==> src/rtl/sas_pkg.sv <==
// Purpose: shared constants and types for the converter sequencer
// Assumes: 32-bit APB, one word per register
// Notes: timing counts are in pclk states
package sas_pkg;
  // ****************************************
  // register map
  // ****************************************
  localparam logic [11:0] sas_off_ctrl_status = 12'h000;
  localparam logic [11:0] sas_off_config = 12'h004;
  localparam logic [11:0] sas_off_data0 = 12'h010;
  localparam logic [11:0] sas_off_data_last = 12'h02c;
  localparam int sas_num_chan = 8;
  localparam int sas_res_bits = 10;
  // ctrl/status fields
  localparam int sas_bit_end_flag = 7;
  localparam int sas_bit_irq_en = 6;
  localparam int sas_bit_start = 5;
  // config fields
  localparam int sas_bit_trig_hi = 7;
  localparam int sas_bit_scan_en = 5;
  localparam int sas_bit_scan_size = 4;
  localparam int sas_bit_clk_hi = 3;
  localparam int sas_bit_clk_lo = 2;
  // trigger select codes
  localparam logic [1:0] sas_trig_off = 2'h0;
  localparam logic [1:0] sas_trig_tpu = 2'h1;
  localparam logic [1:0] sas_trig_tmr = 2'h2;
  localparam logic [1:0] sas_trig_pin = 2'h3;
  // ****************************************
  // timing (states)
  // ****************************************
  localparam logic [9:0] sas_delay_min [4] = '{10'd18, 10'd10, 10'd6, 10'd4};
  localparam logic [9:0] sas_sample [4] = '{10'd127, 10'd63, 10'd31, 10'd15};
  localparam logic [9:0] sas_first_total [4] = '{10'd515, 10'd259, 10'd131, 10'd67};
  localparam logic [9:0] sas_next_total [4] = '{10'd512, 10'd256, 10'd128, 10'd64};
  localparam logic [9:0] sas_delay_mask [4] = '{10'h00f, 10'h007, 10'h003, 10'h001};

  typedef enum logic [1:0] {sas_idle, sas_delay, sas_sampling, sas_convert} sas_state_t;

  typedef struct packed {
    logic [1:0] trig_sel;
    logic scan_enable_bit;
    logic scan_size_bit;
    logic [1:0] conv_clk_sel;
    logic [3:0] chan_sel;
  } sas_cfg_t;
endpackage

==> src/rtl/sas_sequencer.sv <==
// Purpose: sequencing and register logic of a 10-bit SAR converter with eight inputs
// Assumes: analog comparator supplied externally; APB register access
// Notes: zero-wait APB slave, unmapped addresses read zero and signal pslverr
//
// Function
// 10-bit successive approximation, only single and repeating scan modes.
// software clears start before changing mode or channel; may reset together.
// single mode start launches one conversion of the selected channel.
// single mode result goes to that channel's data register.
// end of conversion sets end flag; interrupt only if enabled.
// single mode start reads 1 during conversion, hardware clears at end.
// software clearing start aborts conversion, back to idle.
// scan covers up to four channels (10) or eight channels (11).
// four-channel group starts at 4 if upper bits 01, else 0.
// scan stores each channel result in its own register in turn.
// after whole group: set flag, interrupt if enabled, restart group.
// scan never self-clears start; clear stops, set restarts at first channel.
// start delay, then sampling, then conversion; total includes both.
// start delay depends on write timing, range per clock setting.
// first conversion sampling and total states per clock setting.
// later scan conversions take fixed 512, 256, 128 or 64 states.
// trigger select 11 and falling pin edge sets start bit.
// end interrupt also drives the transfer controller activation output.
// trigger select: off, timer pulse unit, eight-bit timer, pin.
// scan field upper bit 0 selects single mode.
// channel code selects input or last group channel; top bit prohibited.
// end flag accepts only a written 0 which clears it.
// pin synchronised, falling edge gives one-cycle start pulse.
//
// Local design decisions: the APB register port and the register addresses.
module sas_sequencer #(
  parameter int res_bits = sas_pkg::sas_res_bits
) (
  input wire logic pclk,
  input wire logic presetn,
  input wire logic psel,
  input wire logic penable,
  input wire logic pwrite,
  input wire logic [11:0] paddr,
  input wire logic [31:0] pwdata,
  output logic [31:0] prdata,
  output logic pready,
  output logic pslverr,
  input wire logic timer_pulse_unit_trig,
  input wire logic eight_bit_timer_trig,
  input wire logic ext_trigger_pin_n,
  input wire logic comp_out,
  output logic [2:0] ana_chan,
  output logic sample_hold,
  output logic [9:0] dac_code,
  output logic conv_end_irq,
  output logic data_transfer_ctrl_req
);
  import sas_pkg::*;

  // ****************************************
  // registers
  // ****************************************
  sas_cfg_t cfg;
  logic conv_end_flag;
  logic conv_end_irq_enable;
  logic conv_start_bit;
  logic [res_bits-1:0] result [sas_num_chan];
  sas_state_t state;
  logic [9:0] cnt;
  logic [9:0] phase_cnt;
  logic [3:0] free_cnt;
  logic [2:0] chan;
  logic first_conv;
  logic [res_bits-1:0] sar;
  logic [3:0] bit_idx;
  logic pin_s1, pin_s2, pin_s3;
  logic pin_fall;
  logic done_pulse;
  logic done_last;
  logic group_end;

  wire logic wr = psel && penable && pwrite;
  wire logic rd = psel && !penable && !pwrite;
  wire logic wr_cs = wr && paddr == sas_off_ctrl_status;
  wire logic wr_cfg = wr && paddr == sas_off_config;
  wire logic scan_mode = cfg.scan_enable_bit;
  wire logic [1:0] cks = cfg.conv_clk_sel;
  wire logic conv_done = state == sas_convert && cnt == 10'h000;

  // ****************************************
  // external trigger synchroniser
  // ****************************************
  always_ff @(posedge pclk or negedge presetn) begin
    if (!presetn) begin
      pin_s1 <= 1'b1;
      pin_s2 <= 1'b1;
      pin_s3 <= 1'b1;
    end else begin
      pin_s1 <= ext_trigger_pin_n;
      pin_s2 <= pin_s1;
      pin_s3 <= pin_s2;
    end
  end

  // ****************************************
  // trigger decode
  // ****************************************
  logic trig_hit;
  always_comb begin
    pin_fall = pin_s3 && !pin_s2;
    unique case (cfg.trig_sel)
      sas_trig_off: trig_hit = 1'b0;
      sas_trig_tpu: trig_hit = timer_pulse_unit_trig;
      sas_trig_tmr: trig_hit = eight_bit_timer_trig;
      sas_trig_pin: trig_hit = pin_fall;
    endcase
  end

  // ****************************************
  // group bounds
  // ****************************************
  logic [2:0] first_chan;
  logic [2:0] last_chan;
  always_comb begin
    last_chan = cfg.chan_sel[2:0];
    if (!scan_mode) begin
      first_chan = cfg.chan_sel[2:0];
    end else if (!cfg.scan_size_bit) begin
      first_chan = cfg.chan_sel[3:2] == 2'h1 ? 3'h4 : 3'h0;
    end else begin
      first_chan = 3'h0;
    end
  end
  assign group_end = chan == last_chan;

  // ****************************************
  // control and status register
  // ****************************************
  always_ff @(posedge pclk or negedge presetn) begin
    if (!presetn) begin
      conv_start_bit <= 1'b0;
      conv_end_irq_enable <= 1'b0;
    end else begin
      if (wr_cs) begin
        conv_end_irq_enable <= pwdata[sas_bit_irq_en];
      end
      if (trig_hit) begin
        conv_start_bit <= 1'b1;
      end else if (wr_cs) begin
        conv_start_bit <= pwdata[sas_bit_start];
      end else if (conv_done && !scan_mode) begin
        conv_start_bit <= 1'b0;
      end
    end
  end

  always_ff @(posedge pclk or negedge presetn) begin
    if (!presetn) begin
      conv_end_flag <= 1'b0;
    end else if (done_pulse && done_last) begin
      conv_end_flag <= 1'b1;
    end else if (wr_cs && !pwdata[sas_bit_end_flag]) begin
      conv_end_flag <= 1'b0;
    end
  end

  always_ff @(posedge pclk or negedge presetn) begin
    if (!presetn) begin
      cfg <= '0;
    end else if (wr_cfg) begin
      cfg.trig_sel <= pwdata[sas_bit_trig_hi -: 2];
      cfg.scan_enable_bit <= pwdata[sas_bit_scan_en];
      cfg.scan_size_bit <= pwdata[sas_bit_scan_size];
      cfg.conv_clk_sel <= pwdata[sas_bit_clk_hi -: 2];
      cfg.chan_sel <= cfg.chan_sel; // channel lives in ctrl/status
    end else if (wr_cs) begin
      cfg.chan_sel <= pwdata[3:0];
    end
  end

  // ****************************************
  // free-running phase for start delay
  // ****************************************
  always_ff @(posedge pclk or negedge presetn) begin
    if (!presetn) begin
      free_cnt <= 4'h0;
    end else begin
      free_cnt <= free_cnt + 4'h1;
    end
  end

  // ****************************************
  // sequencer
  // ****************************************
  wire logic [9:0] conv_len = first_conv ?
    10'(sas_first_total[cks] - sas_delay_min[cks] - sas_sample[cks]) :
    10'(sas_next_total[cks] - sas_sample[cks]);
  wire logic [9:0] bit_len = 10'(conv_len / 10'(res_bits));

  always_ff @(posedge pclk or negedge presetn) begin
    if (!presetn) begin
      state <= sas_idle;
      cnt <= 10'h000;
      phase_cnt <= 10'h000;
      chan <= 3'h0;
      first_conv <= 1'b1;
      sar <= '0;
      bit_idx <= 4'h0;
      done_pulse <= 1'b0;
      done_last <= 1'b0;
    end else begin
      done_pulse <= 1'b0;
      done_last <= 1'b0;
      if (!conv_start_bit) begin
        state <= sas_idle;
        first_conv <= 1'b1;
      end else begin
        unique case (state)
          sas_idle: begin
            state <= sas_delay;
            chan <= first_chan;
            first_conv <= 1'b1;
            cnt <= 10'(sas_delay_min[cks] + (10'(free_cnt) & sas_delay_mask[cks]) - 10'h002);
          end
          sas_delay: begin
            if (cnt == 10'h000) begin
              state <= sas_sampling;
              cnt <= 10'(sas_sample[cks] - 10'h001);
            end else begin
              cnt <= cnt - 10'h001;
            end
          end
          sas_sampling: begin
            if (cnt == 10'h000) begin
              state <= sas_convert;
              sar <= {1'b1, {(res_bits-1){1'b0}}};
              bit_idx <= 4'(res_bits - 1);
              cnt <= 10'(conv_len - 10'h001);
              phase_cnt <= 10'(bit_len - 10'h001);
            end else begin
              cnt <= cnt - 10'h001;
            end
          end
          sas_convert: begin
            if (phase_cnt == 10'h000 && bit_idx != 4'hf) begin
              phase_cnt <= 10'(bit_len - 10'h001);
              if (!comp_out) begin
                sar[bit_idx] <= 1'b0;
              end
              if (bit_idx != 4'h0) begin
                sar[bit_idx - 4'h1] <= 1'b1;
              end
              bit_idx <= bit_idx - 4'h1;
            end else if (phase_cnt != 10'h000) begin
              phase_cnt <= phase_cnt - 10'h001;
            end
            if (cnt == 10'h000) begin
              done_pulse <= 1'b1;
              done_last <= !scan_mode || group_end;
              first_conv <= 1'b0;
              if (scan_mode) begin
                chan <= group_end ? first_chan : chan + 3'h1;
                state <= sas_sampling;
                cnt <= 10'(sas_sample[cks] - 10'h001);
              end else begin
                state <= sas_idle;
              end
            end else begin
              cnt <= cnt - 10'h001;
            end
          end
        endcase
      end
    end
  end

  // ****************************************
  // result registers
  // ****************************************
  always_ff @(posedge pclk or negedge presetn) begin
    if (!presetn) begin
      for (int i = 0; i < sas_num_chan; i++) begin
        result[i] <= '0;
      end
    end else if (state == sas_convert && cnt == 10'h000 && conv_start_bit) begin
      result[chan] <= sar;
    end
  end

  // ****************************************
  // analog side and interrupt outputs
  // ****************************************
  always_ff @(posedge pclk or negedge presetn) begin
    if (!presetn) begin
      ana_chan <= 3'h0;
      sample_hold <= 1'b0;
      dac_code <= 10'h000;
    end else begin
      ana_chan <= state == sas_idle ? first_chan : chan;
      sample_hold <= state == sas_sampling;
      dac_code <= 10'(sar);
    end
  end

  always_ff @(posedge pclk or negedge presetn) begin
    if (!presetn) begin
      conv_end_irq <= 1'b0;
      data_transfer_ctrl_req <= 1'b0;
    end else begin
      conv_end_irq <= conv_end_flag && conv_end_irq_enable;
      data_transfer_ctrl_req <= conv_end_flag && conv_end_irq_enable && !conv_end_irq;
    end
  end

  // ****************************************
  // apb slave
  // ****************************************
  wire logic data_hit = paddr >= sas_off_data0 && paddr <= sas_off_data_last && paddr[1:0] == 2'h0;
  wire logic [2:0] data_idx = 3'(paddr[4:2] - sas_off_data0[4:2]);
  wire logic mapped = paddr == sas_off_ctrl_status || paddr == sas_off_config || data_hit;

  always_ff @(posedge pclk or negedge presetn) begin
    if (!presetn) begin
      pready <= 1'b0;
      pslverr <= 1'b0;
    end else begin
      pready <= psel && !penable;
      pslverr <= psel && !penable && !mapped;
    end
  end

  always_ff @(posedge pclk or negedge presetn) begin
    if (!presetn) begin
      prdata <= 32'h0000_0000;
    end else begin
      if (rd) begin
        if (paddr == sas_off_ctrl_status) begin
          prdata <= {24'h0, conv_end_flag, conv_end_irq_enable, conv_start_bit, 1'b0, cfg.chan_sel};
        end else if (paddr == sas_off_config) begin
          prdata <= {24'h0, cfg.trig_sel, cfg.scan_enable_bit, cfg.scan_size_bit, cfg.conv_clk_sel, 2'h0};
        end else if (data_hit) begin
          prdata <= 32'(result[data_idx]);
        end else begin
          prdata <= 32'h0000_0000;
        end
      end
    end
  end
endmodule
==> config.mk <==
export PLATFORM = sky130hd
export DESIGN_NAME = sas_sequencer
export DESIGN_NICKNAME = d
export VERILOG_FILES = /design/src/rtl/sas_pkg.sv /design/src/rtl/sas_sequencer.sv
export SDC_FILE = /design/constraint.sdc
export NUM_CORES = 1
export LEC_CHECK = 0
export ABC_AREA = 1
export BUFFER_PORTS_ARGS = -buffer_cell sky130_fd_sc_hd__buf_2
export CAP_MARGIN = 20
export CORE_MARGIN = 5
export CORE_UTILIZATION = 60
export DETAILED_ROUTE_END_ITERATION = 10
export MAX_ROUTING_LAYER = met4
export PLACE_DENSITY = 0.9
export SKIP_LAST_GASP = 1
export SYNTH_ARGS = -nofsm -noshare
export SYNTH_HDL_FRONTEND = slang
export SYNTH_SLANG_ARGS = --single-unit
==> constraint.sdc <==
create_clock -name pclk -period 5.45 [get_ports pclk]
set_input_delay 1.09 -clock pclk [delete_from_list [all_inputs] [get_ports pclk]]
set_output_delay 1.09 -clock pclk [all_outputs]
set_load 0.02 [all_outputs]
==> metrics.md, run 1 <==
| Metric | Value |
|---|---|
| Status | completed |
| Die W | 131 um |
| Area delta synth->final | 11.1% |
| Final instance area | 9790 um^2 |
| WP data required | 5.77 ns |
| Ant. Diodes | 0 |
| Routed len/inst | 16.4 um |
| Register area share after synthesis | 0.483 |
| Register Area | 4260 um^2 |
| Hold Startpoint | pin_s1 |
| Pwr Total | 4.55 mW |
| Tot GR Track Use | 0.259 |
| Synthesized area | 8810 um^2 |
| Cts repair resizes | 0 |
| Port Buf Inserts | 56 |
| Vias per inst | 5.83 |
| Share of flip-flops with an asynchronous set or reset | 1.00 |
| Vias in the first global route | 7,387 |
| Fmax | 273 MHz |
| IO Count | 103 |
| Setup_tns | 0 ns |
| Crit-path max FO | 8 |
| Number of register bits inferred by synthesis | 170 |
| Max cap viols | 0 |
| Clock Tree Root | clkbuf_16 |
| Reg2reg start | cks[0] |
| H-tree depth | 4 |
| Worst Clk Skew | 0.00756 ns |
| Multi-input logic area | 3930 um^2 |
| Part of the cycle the worst path needs | 0.671 |
| Leakage | 4.73 nW |
| Hold path cells | 0 |
| Setup CP Type | flop to flop |
| Reg2Reg Depth | 27 |
| Syn Inst Count | 1,069 |
| Worst skew pair latency | 0.44 ns |
| Final Max Tran Viols | 0 |
| Initial detailed-routing violation count | 1,008 |
| Worst min path class | flop to flop |
| Area leader, netlist | dfrtp_1 |
| Core footprint | 14,500 um^2 |
| Post-synth top flop | dfrtp_1 |
| Crit end category | flop |
| Arrival @ worst endpoint | 3.97 ns |
| Max_slew headroom | 0.417 |
| Via count | 7,624 |
| Gpl congestion | 0.911 |
| Synth area leaders | dfrtp_1 (47%), nand2_1 (11%), o21ai_0 (8.7%) |
| Most frequent cell after synthesis | nand2_1 |
| Post-synthesis cell type count | 49 |
| Post-synth top area share | 0.471 |
| Initial Util | 0.609 |
| CTS Buf Count | 17 |
| Initial DRT Pass Iterations | 6 |
| Nature of the critical path startpoint | flop |
| CTS sink cnt | 170 |
| Post-Route WL | 21,400 um |
| CTS Hold Buffers Added | 0 |
| Initial antenna violation count | 0 |
| Fillcell total | 1,118 |
| Crit path launch | cks[0] |
| Clk buf depth | 2 |
| Hold slack | 0.356 ns |
| Clock Pin Slew Worst Setup and Hold Paths | 0.07 ns |
| Die area | 17,200 um^2 |
| Final Hold Fails | 0 |
| Pwr/cell area | 465 nW/um^2 |
| Synth top cells by count | nand2_1 (267), dfrtp_1 (166), o21ai_0 (154) |
| Post-synth EDFFs | 0 |
| Layout net count | 1,186 |
| TritonCTS clock tree | yes |
| Unrepaired setup endpoints after global routing | false |
| Chip Height | 131 um |
| Global-route wire length before repair | 36,000 um |
| Post-route ant nets | 0 |
| Crit path time final | 3.66 ns |
| Dpl cell area | 9140 um^2 |
| DP Wirelength | 14,400 um |
| Largest net degree at the start of global routing | 80 |
| Post CTS Setup Buffer Count | 0 |
| GRT Residual Overflow | 0 |
| Slew at the pin closest to its max-slew limit | 0.871 ns |
| Share of cells above drive strength 1 | 0.117 |
| VDD IR-drop max | 0.000382 V |
| Syn Area/Cell | 8.24 um^2 |
| Final setup vio count | 0 |
| Yosys warns | 0 |
| Detailed-route DRC error count | 0 |
| # rows | 44 |
-- cells in the final DEF (no fill, tap or decap), drive strengths merged, types with 14 or more instances in the layout --
cell,n
clkbuf,19
nand2,280
nand4,14
buf,63
ha,23
dfrtp,166
o221ai,19
o211ai,15
nand3,69
inv,99
nor2,59
o21ai,161
conb,22
a21oi,25
-- path summary, 6_finish.rpt --
path | endpoint | slack, ns
max reg2reg | phase_cnt[4] | 1.79
max in group asynchronous | cfg[8] | 3.66
min in group asynchronous | dac_code[7] | 0.69
min reg2reg | pin_s2 | 0.36
max | phase_cnt[4] | 1.79
min | pin_s2 | 0.36
-- metal layers --
layer | global-route usage | wire [um] | up-vias
met4 | 0.0987 | 573 | 0
met5 | - | 0 | -
met2 | 0.411 | 10500 | 307
met3 | 0.0550 | 1520 | 49
li1 | - | - | 3610
met1 | 0.329 | 8800 | 3658
-- per-stage QoR --
step | utilization | setup slack [ns] | std cells
after floorplan | - | 2.33 | 1090
final | 0.676 | 1.79 | 1307
after global placement | 0.631 | 1.92 | 1274
after CTS | 0.676 | 1.78 | 1307
after global routing | 0.676 | 1.44 | 1307
after detailed placement | 0.632 | 1.80 | 1275
-- sequential cells by signal, summed over array words and instances, names as in the netlist, 2 cells and up --
name,flops
chan,3
sar,10
cnt,10
ana_chan,3
bit_idx,4
result,80
cfg,7
cks,2
prdata,10
state,2
phase_cnt,10
free_cnt,4
dac_code,10
-- worst max-delay path, cell delays in order (launching register included) --
cell and delay (ns):
dfrtp_1 0.52, inv_1 0.23, ha_1 0.32, a21oi_2 0.15, nand2_1 0.08, nand2_1 0.07, nand2_1 0.06, nand2_2 0.11
nand3_4 0.16, nand2_4 0.15, nand2_4 0.06, nand2_2 0.07, nand2_1 0.07, nand3_1 0.10, nand2_2 0.08, nand2_4 0.10
nand2_4 0.08, nand2_1 0.08, nand2_1 0.05, nor2_1 0.07, nand2_1 0.07, nor3b_2 0.16, ha_1 0.21, nand2_1 0.09
xor2_1 0.15, nand2_1 0.07, o311ai_1 0.09, o21ai_1 0.10
-- area by class of cell --
class | instances | area share
well taps | 184 | 0.0235
repair buffers | 63 | 0.0350
clock buffers | 19 | 0.0463
clock inverters | 13 | 0.0196
flip-flops and latches | 170 | 0.435
multi-input cells | 756 | 0.401
inverters | 102 | 0.0391
-- power breakdown --
group / total, mW / internal [mW] / leakage (nW) / switching [mW]
logic: 1.65 / 0.550 / 2.15 / 1.10
clock network: 1.32 / 0.796 / 0.311 / 0.522
registers: 1.59 / 1.44 / 2.26 / 0.151
-- kinds of logic after synthesis --
group / share of synthesized area
simple gates: 0.218
compound gates: 0.164
flops: 0.483
buf+inv: 0.0798
fa+ha+maj: 0.0327
xor+xnor: 0.0199
other cells: 0.000426
mux: 0.00128
Note: power is estimated with default switching activity, not from simulation.
==> inputs of run 2 (changes only) <==
CORE_UTILIZATION = 59   (was 60)
PLACE_DENSITY = 0.89   (was 0.9)
clock period = 3.6 ns   (was 5.45 ns; I/O delays follow)
==> metrics.md, run 2 (same netlist as run 1, synthesis figures left out) <==
| Metric | Value |
|---|---|
| H-tree depth | 4 (unchanged) |
| Initial detailed-routing violation count | 823 (was 1,008) |
| Worst skew pair latency | 0.44 ns (about the same) |
| Post-route ant nets | 0 (unchanged) |
| Crit end category | flop (unchanged) |
| Critical Path Sink | phase_cnt[4] (unchanged) |
| Initial Util | 0.604 (was 0.609) |
| # rows | 44 (unchanged) |
| Share of cells above drive strength 1 | 0.158 (was 0.117) |
| Status | completed (unchanged) |
| WP data required | 3.91 ns (was 5.77 ns) |
| Die area | 17,500 um^2 (was 17,200 um^2) |
| Largest net degree at the start of global routing | 89 (was 80) |
| Commonest non-fill, non-tap cell in the layout | nand2_1 (unchanged) |
| IO Count | 103 (unchanged) |
| Max cap viols | 0 (unchanged) |
| Setup CP Type | flop to flop (unchanged) |
| TritonCTS clock tree | yes (unchanged) |
| Arrival @ worst endpoint | 3.69 ns (was 3.97 ns) |
| Crit-path max FO | 6 (was 8) |
| Vias per inst | 5.85 (was 5.83) |
| Ant. Diodes | 0 (unchanged) |
| Clock Pin Slew Worst Setup and Hold Paths | 0.07 ns (about the same) |
| DP Wirelength | 14,600 um (was 14,400 um) |
| Reg2reg start | cks[1] (was cks[0]) |
| Worst Clk Skew | 0.00932 ns (was 0.00756 ns) |
| Clk buf depth | 2 (unchanged) |
| Cell Count, Final, Fillers Out | 1,339 (was 1,307) |
| Placed insts | 1,295 (was 1,275) |
| Routed len/inst | 16.7 um (was 16.4 um) |
| Layout net count | 1,218 (was 1,186) |
| Fmax | 296 MHz (was 273 MHz) |
| Final setup vio count | 0 (unchanged) |
| Area delta synth->final | 14.7% (was 11.1%) |
| Leakage | 4.88 nW (was 4.73 nW) |
| Chip Height | 132 um (was 131 um) |
| Final Hold Fails | 0 (unchanged) |
| Global-route wire length before repair | 36,200 um (was 36,000 um) |
| Crit path launch | cks[1] (was cks[0]) |
| Most frequent cells in the layout | nand2_1 (260), dfrtp_1 (165), o21ai_0 (154), inv_1 (90), nand3_1 (61) (was nand2_1 (267), dfrtp_1 (166), o21ai_0 (154), inv_1 (92), nand3_1 (64)) |
| Setup_tns | 0 ns (unchanged) |
| Slew at the pin closest to its max-slew limit | 0.817 ns (was 0.871 ns) |
| Via count | 7,837 (was 7,624) |
| Die W | 132 um (was 131 um) |
| Reg-to-reg endpoint | phase_cnt[4] (unchanged) |
| Vias in the first global route | 7,467 (was 7,387) |
| Slack of the worst reg-to-reg path | 0.22 ns (was 1.79 ns) |
| Tot GR Track Use | 0.258 (was 0.259) |
| Gpl congestion | 0.952 (was 0.911) |
| VDD IR-drop max | 0.000667 V (was 0.000382 V) |
| Reg2Reg Depth | 27 (unchanged) |
| CTS sink cnt | 170 (unchanged) |
| Largest register FFs | 80 (unchanged) |
| Post-Route WL | 22,300 um (was 21,400 um) |
| Clock Tree Root | clkbuf_16 (unchanged) |
| Crit path time final | 3.38 ns (was 3.66 ns) |
| Max_slew headroom | 0.455 (was 0.417) |
| Final instance area | 10,100 um^2 (was 9790 um^2) |
| Worst min path class | primary input to async pin (was flop to flop) |
| Core footprint | 14,600 um^2 (was 14,500 um^2) |
| Part of the cycle the worst path needs | 0.940 (was 0.671) |
| Pwr Total | 7.12 mW (was 4.55 mW) |
| Detailed-route DRC error count | 0 (unchanged) |
| GRT Residual Overflow | 0 (unchanged) |
| Port Buf Inserts | 56 (unchanged) |
| Pwr/cell area | 705 nW/um^2 (was 465 nW/um^2) |
| Dpl cell area | 9300 um^2 (was 9140 um^2) |
| Initial antenna violation count | 0 (unchanged) |
| Final Max Tran Viols | 0 (unchanged) |
| Nature of the critical path startpoint | flop (unchanged) |
| Initial DRT Pass Iterations | 6 (unchanged) |
| Largest reg by FF count | result (unchanged) |
| CTS Buf Count | 17 (unchanged) |
==> run 2: cell types whose count changed in the layout (fill, tap and decap cells not counted), sizes merged <==
cell / previous run / this run
buf: 63 / 95
clkinv: 10 / 13
bufinv: 4 / 3
clkbuf: 19 / 18
clkinvlp: 2 / 1
==> run 2: metal layers <==
layer  track usage  vias up  wire length [um]
li1              -     3679                 -
met1         0.330     3749              9060
met2         0.406      352             10900
met3        0.0477       57              1730
met4         0.105        0               676
met5             -        -                 0
==> run 2: layout make-up <==
| type | instances | area [um^2] |
|---|---|---|
| Fill cell | 1064 | 4480 |
| Sequential cell | 170 | 4260 |
| Multi-Input combinational cell | 756 | 4030 |
| Timing Repair Buffer | 95 | 592 |
| Clock buffer | 18 | 439 |
| Inverter | 102 | 388 |
| Tap cell | 184 | 230 |
| Clock inverter | 14 | 169 |
==> run 2: worst min-delay path by stage <==
| stage | to | slack, ns | depth (start not counted) |
|---|---|---|---|
| final | result[54] | 0.36 | 1 |
| after global routing | pin_s2 | 0.36 | 0 |
| after CTS | pin_s2 | 0.36 | 0 |
| after detailed placement | pin_s2 | 0.35 | 0 |
| after global placement | pin_s2 | 0.35 | 0 |
| after floorplan | pin_s2 | 0.35 | 0 |
==> run 2: critical path: stages (launching register included) <==
cell and delay [ns]:
dfrtp_2 0.46, buf_4 0.17, ha_1 0.17, inv_1 0.06, nand3_1 0.08, nand2_1 0.09, nand2_1 0.06, nand2_1 0.08
nand2_2 0.09, nand2_2 0.09, nand2_4 0.08, nand2_4 0.10, nand2_4 0.07, nand3_1 0.12, nand3_2 0.10, nand2_2 0.11
nand2_4 0.09, nand2_4 0.11, nand2_2 0.07, nand2_2 0.07, nand3_2 0.10, nor3b_4 0.22, ha_2 0.24, nand2_2 0.05
xor2_1 0.15, nand2_1 0.08, o311ai_2 0.06, o21ai_1 0.10
==> run 2: power breakdown <==
group / internal, mW / switching, mW
clock network: 1.11 / 0.786
logic: 1.01 / 1.81
registers: 2.17 / 0.230
total: 4.30 / 2.82
==> run 2: timing repair <==
item | CTS | global route
hold buffers | 0 | 0
setup endpoints to repair | 0 | 5
hold endpoints to repair | 0 | 0
resized for setup | 0 | 29
buffers inserted | 0 | 12
==> run 2: metrics by stage <==
step | worst slack [ns] | hold WS [ns] | util
finish | 0.217 | 0.357 | 0.693
global route | -0.0497 | 0.357 | 0.693
CTS | 0.0308 | 0.357 | 0.679
detailed placement | 0.0519 | 0.347 | 0.638
global placement | 0.179 | 0.346 | 0.638
floorplan | 0.475 | 0.345 | -
